File: config.mk
export PLATFORM = sky130hd
export DESIGN_NAME = ptm_ctrl
export DESIGN_NICKNAME = d
export VERILOG_FILES = /design/src/ptm_pkg.sv /design/src/pin_edge_if.sv /design/src/ptm_ctrl.sv /design/src/pin_edge_sync.sv
export VERILOG_INCLUDE_DIRS = /design/src
export SDC_FILE = /design/constraint.sdc
export NUM_CORES = 1
export LEC_CHECK = 0
export ABC_AREA = 1
export BUFFER_PORTS_ARGS = -buffer_cell sky130_fd_sc_hd__buf_2
export CORE_UTILIZATION = 57
export CTS_BUF_LIST = sky130_fd_sc_hd__clkbuf_16
export DETAILED_ROUTE_END_ITERATION = 6
export HOLD_SLACK_MARGIN = 0.06
export PLACE_DENSITY_LB_ADDON = 0.3
export SYNTH_ARGS = -nofsm -noshare
export SYNTH_HDL_FRONTEND = slang
export SYNTH_SLANG_ARGS = --single-unit
File: constraint.sdc
create_clock -name core_clk_i -period 2.4 [get_ports core_clk_i]
set_input_delay 0.24 -clock core_clk_i [delete_from_list [all_inputs] [get_ports core_clk_i]]
set_output_delay 0.24 -clock core_clk_i [all_outputs]
set_load 0.01 [all_outputs]
File: src/ptm_cfg.svh
// register offsets, field positions, reset values of the periodic timer
`ifndef PTM_CFG_SVH
`define PTM_CFG_SVH
`define PTM_ADDR_W 8
`define PTM_OFF_CTRL0 8'h00
`define PTM_OFF_CTRL1 8'h04
`define PTM_OFF_CTRL2 8'h08
`define PTM_OFF_CNT_LO 8'h0C
`define PTM_OFF_CNT_HI 8'h10
`define PTM_OFF_A_LO 8'h14
`define PTM_OFF_A_HI 8'h18
`define PTM_OFF_B_LO 8'h1C
`define PTM_OFF_B_HI 8'h20
`define PTM_OFF_P_LO 8'h24
`define PTM_OFF_P_HI 8'h28
`define PTM_ON_BIT 3
`define PTM_PAUSE_BIT 7
`define PTM_MODE_HI 7
`define PTM_MODE_LO 6
`define PTM_PF_HI 5
`define PTM_PF_LO 4
`define PTM_OC_BIT 3
`define PTM_POL_BIT 2
`define PTM_CAPTS_BIT 1
`define PTM_CCLR_BIT 0
`define PTM_CCS_HI 2
`define PTM_CCS_LO 1
`define PTM_VLF_BIT 0
`define PTM_RST_WORD 10'h000
`define PTM_ONE 10'h001
`endif

File: src/ptm_pkg.sv
// types shared by the periodic timer design
package ptm_pkg;
    typedef enum logic [1:0] {
        MODE_CMP = 2'b00,
        MODE_CAP = 2'b01,
        MODE_PWM = 2'b10,
        MODE_TMR = 2'b11
    } mode_t;
    // names follow compare mode; pwm and capture reuse the same codes
    typedef enum logic [1:0] {
        PF_HOLD = 2'b00,
        PF_LOW = 2'b01,
        PF_HIGH = 2'b10,
        PF_TOGGLE = 2'b11
    } pin_func_t;
    typedef enum logic [1:0] {
        CC_P_ONLY = 2'b00,
        CC_RISE = 2'b01,
        CC_FALL = 2'b10,
        CC_BOTH = 2'b11
    } clr_sel_t;
    typedef struct packed {
        logic s1;
        logic s2;
        logic s3;
    } sync_state_t;
    typedef struct packed {
        logic on;
        logic on_prev;
        logic pause;
        logic [7:0] ctrl1;
        logic [1:0] ccs;
        logic vlf;
        logic [9:0] cnt;
        logic [9:0] a;
        logic [9:0] b;
        logic [9:0] p;
        logic out_lvl;
        logic pin;
        logic pin_oe;
        logic ev_a;
        logic ev_p;
        logic ev_cap;
        logic [31:0] rdata;
    } ptm_state_t;
endpackage

File: src/pin_edge_if.sv
// edge pulses from a synchronised pin
`timescale 1ns/100ps
`default_nettype none
interface pin_edge_if;
    logic rise;
    logic fall;
    modport src (output rise, output fall);
    modport dst (input rise, input fall);
endinterface
`default_nettype wire

File: src/ptm_ctrl.sv
// periodic timer: registers, counter, compare, capture and output pin
`timescale 1ns/100ps
`default_nettype none
`include "ptm_cfg.svh"
// How it works
// [RQ1] compare mode: on A match hold, drive low, drive high or toggle output
// [RQ2] pwm mode: force inactive, force active, pass pwm, or single pulse
// [RQ3] capture, clear-select 00: rise, fall or both edges into A; 11 disables
// [RQ4] capture, clear-select nonzero: rising edges into B, falling into A
// [RQ5] timer mode ignores pin function, initial level and invert
// [RQ6] compare match requesting the current level shows no change
// [RQ7] counter-on rising restores output to the initial level
// [RQ8] software changes pin function only while the timer is off
// [RQ9] level bit: initial level in compare, active level in pwm
// [RQ10] single pulse takes the active level when counter-on rises
// [RQ11] invert bit inverts the output pin
// [RQ12] capture source: input pin when 0, external clock pin when 1
// [RQ13] clear select 1 clears on A match, 0 on P match or overflow
// [RQ14] overflow clear only when period register is zero
// [RQ15] clear select ignored in pwm, single pulse and capture modes
// [RQ16] capture mode clears on P match plus chosen pin edges
// [RQ17] capture-clear select matters only in capture mode
// [RQ18] latch-edge flag reads 1 for rising capture, 0 for falling
// [RQ19] counter readable as low byte and two-bit high byte
// [RQ20] A, B and P are 10-bit read/write split registers, reset zero
// [RQ21] unimplemented control and high-byte bits read zero
// [RQ22] mode field: compare, capture, pwm/single pulse, timer
// [RQ23] counter-on rising zeroes counter; falling stops and holds it
// [RQ24] pins are synchronised and edges taken from registered samples
module ptm_ctrl (
    // clock and reset
    input wire logic core_clk_i,
    input wire logic arst_n_i,
    // apb slave
    input wire logic psel_i,
    input wire logic penable_i,
    input wire logic pwrite_i,
    input wire logic [`PTM_ADDR_W-1:0] paddr_i,
    input wire logic [31:0] pwdata_i,
    output logic [31:0] prdata_o,
    output logic pready_o,
    output logic pslverr_o,
    // count enable from the clock selector
    input wire logic count_tick_i,
    // pins
    input wire logic capture_input_pin_i,
    input wire logic external_clock_pin_i,
    output logic timer_output_pin_o,
    output logic timer_output_pin_oe_o,
    // event pulses
    output logic match_a_o,
    output logic match_p_o,
    output logic capture_o
);
    ptm_pkg::ptm_state_t s_reg;
    ptm_pkg::ptm_state_t s_next;

    // ------------
    // pin edges
    // ------------
    pin_edge_if pi_edge ();
    pin_edge_if ck_edge ();

    pin_edge_sync u_pi_sync (
        .core_clk_i(core_clk_i),
        .arst_n_i(arst_n_i),
        .pin_i(capture_input_pin_i),
        .edge_o(pi_edge.src)
    ); // RQ24

    pin_edge_sync u_ck_sync (
        .core_clk_i(core_clk_i),
        .arst_n_i(arst_n_i),
        .pin_i(external_clock_pin_i),
        .edge_o(ck_edge.src)
    ); // RQ24

    // ------------
    // decode helpers
    // ------------
    ptm_pkg::mode_t mode;
    ptm_pkg::pin_func_t pf;
    ptm_pkg::clr_sel_t ccs;
    logic oc, pol, cclr, wr, mapped;
    logic [9:0] inc;

    assign mode = ptm_pkg::mode_t'(s_reg.ctrl1[`PTM_MODE_HI:`PTM_MODE_LO]); // RQ22
    assign pf = ptm_pkg::pin_func_t'(s_reg.ctrl1[`PTM_PF_HI:`PTM_PF_LO]);
    assign ccs = ptm_pkg::clr_sel_t'(s_reg.ccs);
    assign oc = s_reg.ctrl1[`PTM_OC_BIT];
    assign pol = s_reg.ctrl1[`PTM_POL_BIT];
    assign cclr = s_reg.ctrl1[`PTM_CCLR_BIT];
    assign wr = psel_i & penable_i & pwrite_i;
    assign inc = s_reg.cnt + `PTM_ONE;
    assign mapped = (paddr_i <= `PTM_OFF_P_HI) && (paddr_i[1:0] == 2'h0);

    // ------------
    // next state
    // ------------
    logic on_rise, step, rise, fall, a_hit, p_hit, clr, single, split, cap_rise, cap_fall, edge_clr, pwm_act, lvl;

    always_comb begin
        s_next = s_reg;
        s_next.on_prev = s_reg.on;
        s_next.ev_a = 1'b0;
        s_next.ev_p = 1'b0;
        s_next.ev_cap = 1'b0;
        on_rise = s_reg.on & ~s_reg.on_prev;
        step = s_reg.on & ~s_reg.pause & count_tick_i & ~on_rise;
        // RQ12
        rise = s_reg.ctrl1[`PTM_CAPTS_BIT] ? ck_edge.rise : pi_edge.rise;
        fall = s_reg.ctrl1[`PTM_CAPTS_BIT] ? ck_edge.fall : pi_edge.fall;
        // a zero compare value never matches
        a_hit = step & (s_reg.a != `PTM_RST_WORD) & (inc == s_reg.a);
        // zero period leaves only the natural wrap at 3FF
        p_hit = step & (s_reg.p != `PTM_RST_WORD) & (inc == s_reg.p); // RQ14
        single = (mode == ptm_pkg::MODE_PWM) && (pf == ptm_pkg::PF_TOGGLE);
        split = (ccs != ptm_pkg::CC_P_ONLY);
        cap_rise = 1'b0;
        cap_fall = 1'b0;
        edge_clr = 1'b0;
        clr = 1'b0;

        // ----- software writes -----
        if (wr) begin
            case (paddr_i)
                `PTM_OFF_CTRL0: begin
                    s_next.on = pwdata_i[`PTM_ON_BIT];
                    s_next.pause = pwdata_i[`PTM_PAUSE_BIT];
                end
                `PTM_OFF_CTRL1: begin
                    s_next.ctrl1 = pwdata_i[7:0];
                end
                `PTM_OFF_CTRL2: begin
                    s_next.ccs = pwdata_i[`PTM_CCS_HI:`PTM_CCS_LO];
                end
                `PTM_OFF_A_LO: begin
                    s_next.a[7:0] = pwdata_i[7:0]; // RQ20
                end
                `PTM_OFF_A_HI: begin
                    s_next.a[9:8] = pwdata_i[1:0];
                end
                `PTM_OFF_B_LO: begin
                    s_next.b[7:0] = pwdata_i[7:0];
                end
                `PTM_OFF_B_HI: begin
                    s_next.b[9:8] = pwdata_i[1:0];
                end
                `PTM_OFF_P_LO: begin
                    s_next.p[7:0] = pwdata_i[7:0];
                end
                `PTM_OFF_P_HI: begin
                    s_next.p[9:8] = pwdata_i[1:0];
                end
                default: begin
                end
            endcase
        end

        // ----- counter clear source by mode -----
        case (mode)
            ptm_pkg::MODE_CMP,
            ptm_pkg::MODE_TMR: begin
                clr = cclr ? a_hit : p_hit; // RQ13
                s_next.ev_a = a_hit;
                s_next.ev_p = p_hit & ~cclr;
            end
            ptm_pkg::MODE_PWM: begin
                // clear select ignored here
                clr = single ? 1'b0 : p_hit; // RQ15
                s_next.ev_a = a_hit;
                s_next.ev_p = p_hit & ~single;
                if (single && a_hit) begin
                    // pulse ends: hardware drops counter-on
                    s_next.on = 1'b0;
                end
            end
            ptm_pkg::MODE_CAP: begin
                s_next.ev_a = a_hit;
                s_next.ev_p = p_hit;
                if (s_reg.on) begin
                    cap_rise = rise & ((pf == ptm_pkg::PF_HOLD) | (pf == ptm_pkg::PF_HIGH)); // RQ3
                    cap_fall = fall & ((pf == ptm_pkg::PF_LOW) | (pf == ptm_pkg::PF_HIGH)); // RQ3
                    case (ccs)
                        ptm_pkg::CC_RISE: begin
                            edge_clr = rise; // RQ16
                        end
                        ptm_pkg::CC_FALL: begin
                            edge_clr = fall; // RQ16
                        end
                        ptm_pkg::CC_BOTH: begin
                            edge_clr = rise | fall; // RQ16
                        end
                        default: begin
                        end
                    endcase
                end
                clr = p_hit; // RQ16
            end
            default: begin
                clr = p_hit;
            end
        endcase

        // ----- capture into A or B -----
        if (cap_rise) begin
            if (split) begin
                s_next.b = s_reg.cnt; // RQ4
            end else begin
                s_next.a = s_reg.cnt; // RQ3
            end
            s_next.vlf = 1'b1; // RQ18
        end
        if (cap_fall) begin
            s_next.a = s_reg.cnt; // RQ4
            s_next.vlf = 1'b0; // RQ18
        end
        s_next.ev_cap = cap_rise | cap_fall;

        // ----- counter -----
        if (on_rise) begin
            s_next.cnt = `PTM_RST_WORD; // RQ23
            s_next.out_lvl = oc; // RQ7 RQ10
        end else begin
            if (step) begin
                // off: counter holds; paused: holds except for capture-mode pin-edge clears
                s_next.cnt = clr ? `PTM_RST_WORD : inc; // RQ23
            end
            if (edge_clr) begin
                s_next.cnt = `PTM_RST_WORD; // RQ17
            end
            if (a_hit && mode == ptm_pkg::MODE_CMP) begin
                // requested level equal to current gives no change
                case (pf)
                    ptm_pkg::PF_LOW: begin
                        s_next.out_lvl = 1'b0; // RQ1 RQ6
                    end
                    ptm_pkg::PF_HIGH: begin
                        s_next.out_lvl = 1'b1; // RQ1 RQ6
                    end
                    ptm_pkg::PF_TOGGLE: begin
                        s_next.out_lvl = ~s_reg.out_lvl; // RQ1
                    end
                    default: begin // RQ1
                    end
                endcase
            end
        end

        // ----- output pin -----
        // duty at or above period gives a full-on wave
        pwm_act = (s_reg.cnt < s_reg.a);
        case (pf)
            ptm_pkg::PF_HOLD: begin
                lvl = ~oc; // RQ2
            end
            ptm_pkg::PF_LOW: begin
                lvl = oc; // RQ2
            end
            ptm_pkg::PF_HIGH: begin
                lvl = pwm_act ? oc : ~oc; // RQ2 RQ9
            end
            default: begin
                lvl = s_reg.on ? oc : ~oc; // RQ2 RQ10
            end
        endcase
        case (mode)
            ptm_pkg::MODE_CMP: begin
                s_next.pin = s_reg.out_lvl ^ pol; // RQ9 RQ11
                s_next.pin_oe = 1'b1;
            end
            ptm_pkg::MODE_PWM: begin
                s_next.pin = lvl ^ pol; // RQ11
                s_next.pin_oe = 1'b1;
            end
            default: begin
                // no output function: pin released
                s_next.pin = 1'b0; // RQ5
                s_next.pin_oe = 1'b0; // RQ5
            end
        endcase

        // ----- read data, taken in the setup cycle -----
        if (psel_i && !penable_i) begin
            s_next.rdata = 32'h0000_0000; // RQ21
            case (paddr_i)
                `PTM_OFF_CTRL0: begin
                    s_next.rdata[`PTM_ON_BIT] = s_reg.on;
                    s_next.rdata[`PTM_PAUSE_BIT] = s_reg.pause;
                end
                `PTM_OFF_CTRL1: begin
                    s_next.rdata[7:0] = s_reg.ctrl1;
                end
                `PTM_OFF_CTRL2: begin
                    s_next.rdata[`PTM_CCS_HI:`PTM_CCS_LO] = s_reg.ccs;
                    s_next.rdata[`PTM_VLF_BIT] = s_reg.vlf; // RQ18
                end
                `PTM_OFF_CNT_LO: begin
                    s_next.rdata[7:0] = s_reg.cnt[7:0]; // RQ19
                end
                `PTM_OFF_CNT_HI: begin
                    s_next.rdata[1:0] = s_reg.cnt[9:8]; // RQ19
                end
                `PTM_OFF_A_LO: begin
                    s_next.rdata[7:0] = s_reg.a[7:0];
                end
                `PTM_OFF_A_HI: begin
                    s_next.rdata[1:0] = s_reg.a[9:8];
                end
                `PTM_OFF_B_LO: begin
                    s_next.rdata[7:0] = s_reg.b[7:0];
                end
                `PTM_OFF_B_HI: begin
                    s_next.rdata[1:0] = s_reg.b[9:8];
                end
                `PTM_OFF_P_LO: begin
                    s_next.rdata[7:0] = s_reg.p[7:0];
                end
                `PTM_OFF_P_HI: begin
                    s_next.rdata[1:0] = s_reg.p[9:8];
                end
                default: begin
                end
            endcase
        end
    end

    // ------------
    // state register
    // ------------
    always_ff @(posedge core_clk_i or negedge arst_n_i) begin
        if (!arst_n_i) begin
            s_reg <= '0; // RQ20
        end else begin
            s_reg <= s_next;
        end
    end

    // ------------
    // outputs
    // ------------
    // zero wait states; a reply is always ready in the access phase
    assign pready_o = 1'b1;
    assign pslverr_o = psel_i & penable_i & ~mapped;
    assign prdata_o = s_reg.rdata;
    assign timer_output_pin_o = s_reg.pin;
    assign timer_output_pin_oe_o = s_reg.pin_oe;
    assign match_a_o = s_reg.ev_a;
    assign match_p_o = s_reg.ev_p;
    assign capture_o = s_reg.ev_cap;
endmodule // ptm_ctrl
`default_nettype wire

File: src/pin_edge_sync.sv
// two-flop pin synchroniser with registered edge detect
`timescale 1ns/100ps
`default_nettype none
module pin_edge_sync (
    // clock and reset
    input wire logic core_clk_i,
    input wire logic arst_n_i,
    // pin and edges
    input wire logic pin_i,
    pin_edge_if.src edge_o
);
    ptm_pkg::sync_state_t s_reg;
    ptm_pkg::sync_state_t s_next;

    always_comb begin
        s_next = s_reg;
        s_next.s1 = pin_i;
        s_next.s2 = s_reg.s1;
        s_next.s3 = s_reg.s2;
    end

    always_ff @(posedge core_clk_i or negedge arst_n_i) begin
        if (!arst_n_i) begin
            s_reg <= '0;
        end else begin
            s_reg <= s_next;
        end
    end

    // s1 feeds only s2; edges come from s2/s3
    assign edge_o.rise = s_reg.s2 & ~s_reg.s3;
    assign edge_o.fall = ~s_reg.s2 & s_reg.s3;
endmodule // pin_edge_sync
`default_nettype wire

Word-level counts from Yosys, hierarchy flattened
Index checks and enable logic that the tools add are counted.

cells by class
  $add $sub $neg = 1
  order comparisons = 2
  multiplexer cells = 46
  bitwise gates (word level) = 37
  reductions and logical operators = 24
  equality and inequality tests = 21

operator list
  operator                                                                           number
  10-bit two-way mux                                                                 7
  8-bit by 5-bit == test with 1-bit output (second input constant)                   4
  30-bit two-way mux                                                                 1
  8-bit by 6-bit == test with 1-bit output (second input constant)                   3
  8-bit two-way mux                                                                  3
  10-bit == test                                                                     2
  1-bit two-way mux                                                                  20
  20-bit two-way mux                                                                 1
  2-bit case mux with 10 select lines                                                1
  10-bit nonzero test                                                                2
  1-bit AND                                                                          19
  1-bit case mux with 6 select lines                                                 3
  8-bit by 4-bit == test with 1-bit output (second input constant)                   2
  3-bit case mux with 5 select lines                                                 1
  2-bit == test (second input constant)                                              6
  1-bit inverter                                                                     12
  1-bit case mux with 3 select lines                                                 4
  2-bit AND reduction                                                                6
  10-bit by 1-bit adder with 10-bit output (second input constant)                   1
  10-bit less-than comparator                                                        1
  8-bit by 3-bit == test with 1-bit output (second input constant)                   1
  8-bit by 6-bit less-or-equal comparator with 1-bit output (second input constant)  1
  8-bit zero test                                                                    1
  2-bit by 1-bit == test with 1-bit output (second input constant)                   3
  12 further kinds                                                                   26

word-level totals
  bits of input ports = 48
  output and inout port bits = 39
  word-level logic and storage cells = 155
  flip-flop bits (word level) = 74

Depth between registers and ports, before layout
  depth in word-level cells = 12
  depth in mapped cells = 15

Hierarchy
A second synthesis with hierarchy kept.

second synthesis, totals
  cells, all modules = 700
  area, all modules = 4927.2 sq um

modules (own cells, without submodules)
  module         area an instance (sq um)  cells an instance  seq. area each (sq um)  instances
  ptm_ctrl       4747.1                    686                1701.6                  1
  pin_edge_sync  90.1                      7                  75.1                    2

Worst setup path before layout
OpenSTA, ideal clock, no wires.

  path type = reg-to-reg
  start point = register s_reg[68] (netlist bit)
  end point = register s_reg[76] (netlist bit)
  arrival time = 1.791 ns
  path buffers = 0
  setup slack = 0.491 ns
  period minus slack after synthesis = 1.909 ns
  stages on the path, launching flop included = 16
  cell sequence = dfrtp_1 -> ha_1 -> nand2_2 -> inv_1 -> nand2_1 -> nand2_1 -> nand2_1 -> nand2_1 -> inv_1 -> nand2_1 -> nor2_2 -> nand3_2 -> a21oi_2 -> nand2_2 -> nand3_1 -> nand2_1

on the way
  word-level cells in the longest chain between the ends = 9
  elaborated cells on any way between the ends = 12

ends and longest elaborated chain
  item                                                           line                              source
  from (decl)                                                    ptm_ctrl.sv:55                    ptm_pkg::ptm_state_t s_reg;
  from (signal assigned)                                         ptm_ctrl.sv:335                   s_reg <= s_next;
  10-bit by 1-bit adder with 10-bit output (no source line) (*)  n/a
  10-bit == test, on equally long branches                       ptm_ctrl.sv:116, ptm_ctrl.sv:114
  1-bit AND, on equally long branches                            ptm_ctrl.sv:116, ptm_ctrl.sv:114
  1-bit two-way mux, on equally long branches                    ptm_ctrl.sv:170, ptm_ctrl.sv:164
  1-bit case mux with 3 select lines                             ptm_ctrl.sv:161                   case (mode)
  10-bit two-way mux (*)                                         ptm_ctrl.sv:227                   s_next.cnt = clr ? `PTM_RST_WORD : inc;
  10-bit two-way mux (*)                                         ptm_ctrl.sv:225                   if (step) begin
  10-bit two-way mux (*)                                         ptm_ctrl.sv:229                   if (edge_clr) begin
  10-bit two-way mux (*)                                         ptm_ctrl.sv:221                   if (on_rise) begin

Every way passes the cells marked *; elsewhere a longest branch is shown, timed or not. The select of a mux whose other input is x is not followed.
A chain may end at the register's enable or synchronous reset.

Worst setup path after layout
  start point = register s_reg[72] (netlist bit)
  end point = register s_reg[68] (netlist bit)

on the way
  word-level cells in the longest chain between the ends = 9
  elaborated cells on any way between the ends = 12

ends and longest elaborated chain
  item                                                           line
  10-bit by 1-bit adder with 10-bit output (no source line) (*)  n/a
  10-bit == test, on equally long branches                       ptm_ctrl.sv:116, ptm_ctrl.sv:114
  1-bit AND, on equally long branches                            ptm_ctrl.sv:116, ptm_ctrl.sv:114
  1-bit two-way mux, on equally long branches                    ptm_ctrl.sv:170, ptm_ctrl.sv:164
  1-bit case mux with 3 select lines (*)                         ptm_ctrl.sv:161
  10-bit two-way mux (*)                                         ptm_ctrl.sv:227
  10-bit two-way mux (*)                                         ptm_ctrl.sv:225
  10-bit two-way mux (*)                                         ptm_ctrl.sv:229
  10-bit two-way mux (*)                                         ptm_ctrl.sv:221

Marks and branches as above.

==> results.md <==
- Placed cells: 817
- Post-DP HPWL: 11200 um
- Clk buf depth: 2
- Diodes inserted: 0
- Iteration count of the initial detailed-routing pass: 6
- Post-Syn Area per Cell: 7.38 um^2
- Tcrit/Tclk final: 95.5%
- GRT overflow: 0
- Status: finished clean
- CTS tree: done
- Sequential share of power: 44.3%
- Drt drc: 0
- Starting Density: 59.6%
- H-tree levels: 3
- HP Class: in -> async
- IO Port Bufs: 37
- Die Y: 95.4 um
- Minimum clock period: 2.29 ns
- Clk pin slew, worst setup/hold paths: 0.06 ns
- CP Class: reg -> reg
- RSZ-0062 raised after global routing: false
- Share of layout cells above drive strength 1: 17.1%
- CTS root buffer: clkbuf_16
- Final instance area: 0.00561 mm^2
- Post-Synthesis Cells: 674
- Die area: 0.00910 mm^2
- Post-Layout Cell Count: 838
- Vias in the first global route: 4389
- # clock sinks: 74
- Max reg flops: 45
- Setup TNS: 0 ns
- Max transition margin: 38.7%
- Worst EP required: 2.63 ns
- Synth unique cells: 43
- Primary FF master, synth: dfrtp_1
- Placement-stage cell area: 0.00524 mm^2
- Post-Syn Area: 0.00497 mm^2
- # setup viols final: 0
- Sw power: 782 uW
- Yosys Warn Count: 0
- Combinational share of power: 9.3%
- Die X: 95.4 um
- Final GP Congestion: 0.963
- Worst path arrival time: 2.52 ns
- Clk Latency, worst-skew pair: 0.34 ns
- DR WL/cell: 18.0 um
- Synth Register Bits: 74
- Fin. Hold Viols: 0
- Pwr/cell area: 529 mW/mm^2
- Crit-path max FO: 6
- WL final: 15100 um
- Switching Share: 26.3%
- CP endpoint kind: flip-flop
- Number of DRC markers in iteration 0: 420
- Leakage power: 0.00284 uW
- Via Count: 4836
- Fmax: 437 MHz
- CTS Buf Count: 9
- Clock Skews: 0.00689 ns
- Final nets: 794
- Max VDD drop: 0.000320 V
- Vias per cell: 5.77
- Clock network power share: 46.4%
- Post-synth ARST share: 100%
- First-pass GRT wire length: 23000 um
- Internal power: 2190 uW
- Gr usage total: 34.9%
- Largest net degree at the start of global routing: 75
- Slew Viols, Final: 0
- EDFF count, synth: 0
- Post-route ant nets: 0
- Standard-cell rows: 33
- Worst slew pin tran: 0.919 ns
- Sequential share of the synthesized area: 37.2%
- Initial antenna violation count: 0
- Max-cap violation count: 0
- Startpoint types: flip-flop
- Top-level I/O count: 87
- Area grow syn2layout: 12.9%
- Core area: 0.00834 mm^2
-- metal layers --
metal / GRT usage [%] / share of wire (%) / vias to the layer above
met2: 55.5 / 47 / 248
met4: 15.3 / 2.7 / 0
li1: - / - / 2288
met1: 46.7 / 42 / 2267
met5: 0 / 0 / -
met3: 5.66 / 8.4 / 33
-- metrics by stage --
stage	hold slack, ns	power [uW]	setup WS [ns]	util [%]
after global routing	0.122	3060	0.000526	67.3
after floorplan	-0.0556	1520	0.491	-
after CTS	0.0728	2960	0.137	66.6
after detailed placement	0.336	1600	0.185	62.8
after global placement	0.332	1590	0.199	62.8
final	0.0288	2970	0.109	67.3
-- path summary, 6_finish.rpt --
| path | cells past startpoint | to | slack [ns] | from |
|---|---|---|---|---|
| setup / recovery | 13 | s_reg[68]$_DFFE_PN0P_ | 0.11 | s_reg[72]$_DFFE_PN0P_ |
| hold / removal | 1 | pf[1]$_DFFE_PN0P_ | 0.03 | arst_n_i |
| setup reg to reg | 13 | s_reg[68]$_DFFE_PN0P_ | 0.11 | s_reg[72]$_DFFE_PN0P_ |
| hold reg to reg | 0 | u_ck_sync.s_next[0]$_DFF_PN0_ | 0.35 | u_ck_sync.s_next[1]$_DFF_PN0_ |
| max in group asynchronous | 1 | s_reg[68]$_DFFE_PN0P_ | 1.72 | arst_n_i |
| min in group core_clk_i | 3 | s_reg[47]$_DFFE_PN0P_ | 0.16 | pwdata_i[1] |
-- cell usage after synthesis (2+ instances only) --
cell | count | area (um^2)
a211oi_1 | 2 | 15.0
a21oi_1 | 36 | 180
a221oi_1 | 3 | 26.3
a22oi_1 | 4 | 30.0
a31oi_1 | 3 | 18.8
buf_4 | 33 | 248
clkbuf_1 | 5 | 18.8
clkinv_1 | 2 | 7.51
conb_1 | 2 | 7.51
dfrtp_1 | 74 | 1850
ha_1 | 18 | 225
inv_1 | 86 | 323
inv_2 | 5 | 18.8
nand2_1 | 153 | 574
nand2_2 | 15 | 93.8
nand3_1 | 55 | 275
nand3_2 | 6 | 60.1
nand4_1 | 9 | 56.3
nor2_1 | 51 | 191
nor2_2 | 8 | 50.1
nor2_4 | 2 | 22.5
nor3_1 | 8 | 40.0
nor3_2 | 2 | 20.0
nor4_1 | 2 | 12.5
o211ai_1 | 10 | 75.1
o21a_1 | 2 | 15.0
o21ai_0 | 44 | 220
o22ai_1 | 16 | 100
o31ai_1 | 3 | 22.5
xor2_1 | 2 | 17.5
-- timing repair --
action | in CTS | in global routing
setup endpoints to repair | 0 | 10
hold buffers | 2 | 0
setup buffers | 0 | 2
resized for setup | 0 | 8
endpoints found under the hold margin | 2 | 0
-- kinds of logic (layout without fill, tap and decap cells) --
kind of cell / count (synthesis) / after routing / share of synthesized area [%]
AOI/OAI and AO/OA: 128 / 128 / 15.0
and+or+nand+nor: 317 / 318 / 29.9
adders and majority gates: 18 / 18 / 4.53
DFF: 74 / 74 / 37.2
xor gates and xnor gates: 3 / 3 / 0.679
other: 2 / 25 / 0.151
buffers and inverters: 132 / 167 / 12.5
-- final cells by class --
cell class / instances / area, um^2
clock inverters: 7 / 76.3
clock buffers: 9 / 225
multi-input cells: 492 / 2630
flip-flops and latches: 74 / 1850
inverters: 93 / 349
fillers: 739 / 2730
well taps: 105 / 131
repair buffers: 58 / 350
-- power by group through the flow --
stage                     Combinational (uW)  Clock (uW)  Sequential [uW]
final                                    276        1380             1320
after global routing                     312        1430             1320
after CTS                                269        1380             1310
after detailed placement                 264           0             1340
after global placement                   258           0             1330
after floorplan                          180           0             1340
-- cell usage in the layout (no fill, tap or decap), drive strengths merged, types with 9 or more instances in the layout --
master	instances
nand3	62
o21ai	45
nand4	10
nand2	170
o211ai	10
nor2	62
conb	25
ha	18
clkbuf	9
nor3	11
inv	93
o22ai	16
dfrtp	74
a21oi	37
buf	56
-- worst max-delay path, cell delays in order (launching register included) --
cell and delay [ns]:
dfrtp_1 0.54, nand2_2 0.21, nor2_2 0.15, nand2_1 0.07, nand2_2 0.09, nand2_2 0.06, nand2_1 0.09, nand3_2 0.09
nor2_2 0.18, nand3_2 0.14, a21oi_4 0.27, nand2_4 0.13, nand3_1 0.09, nand2_1 0.06
Power figures use the tool's default switching activity.
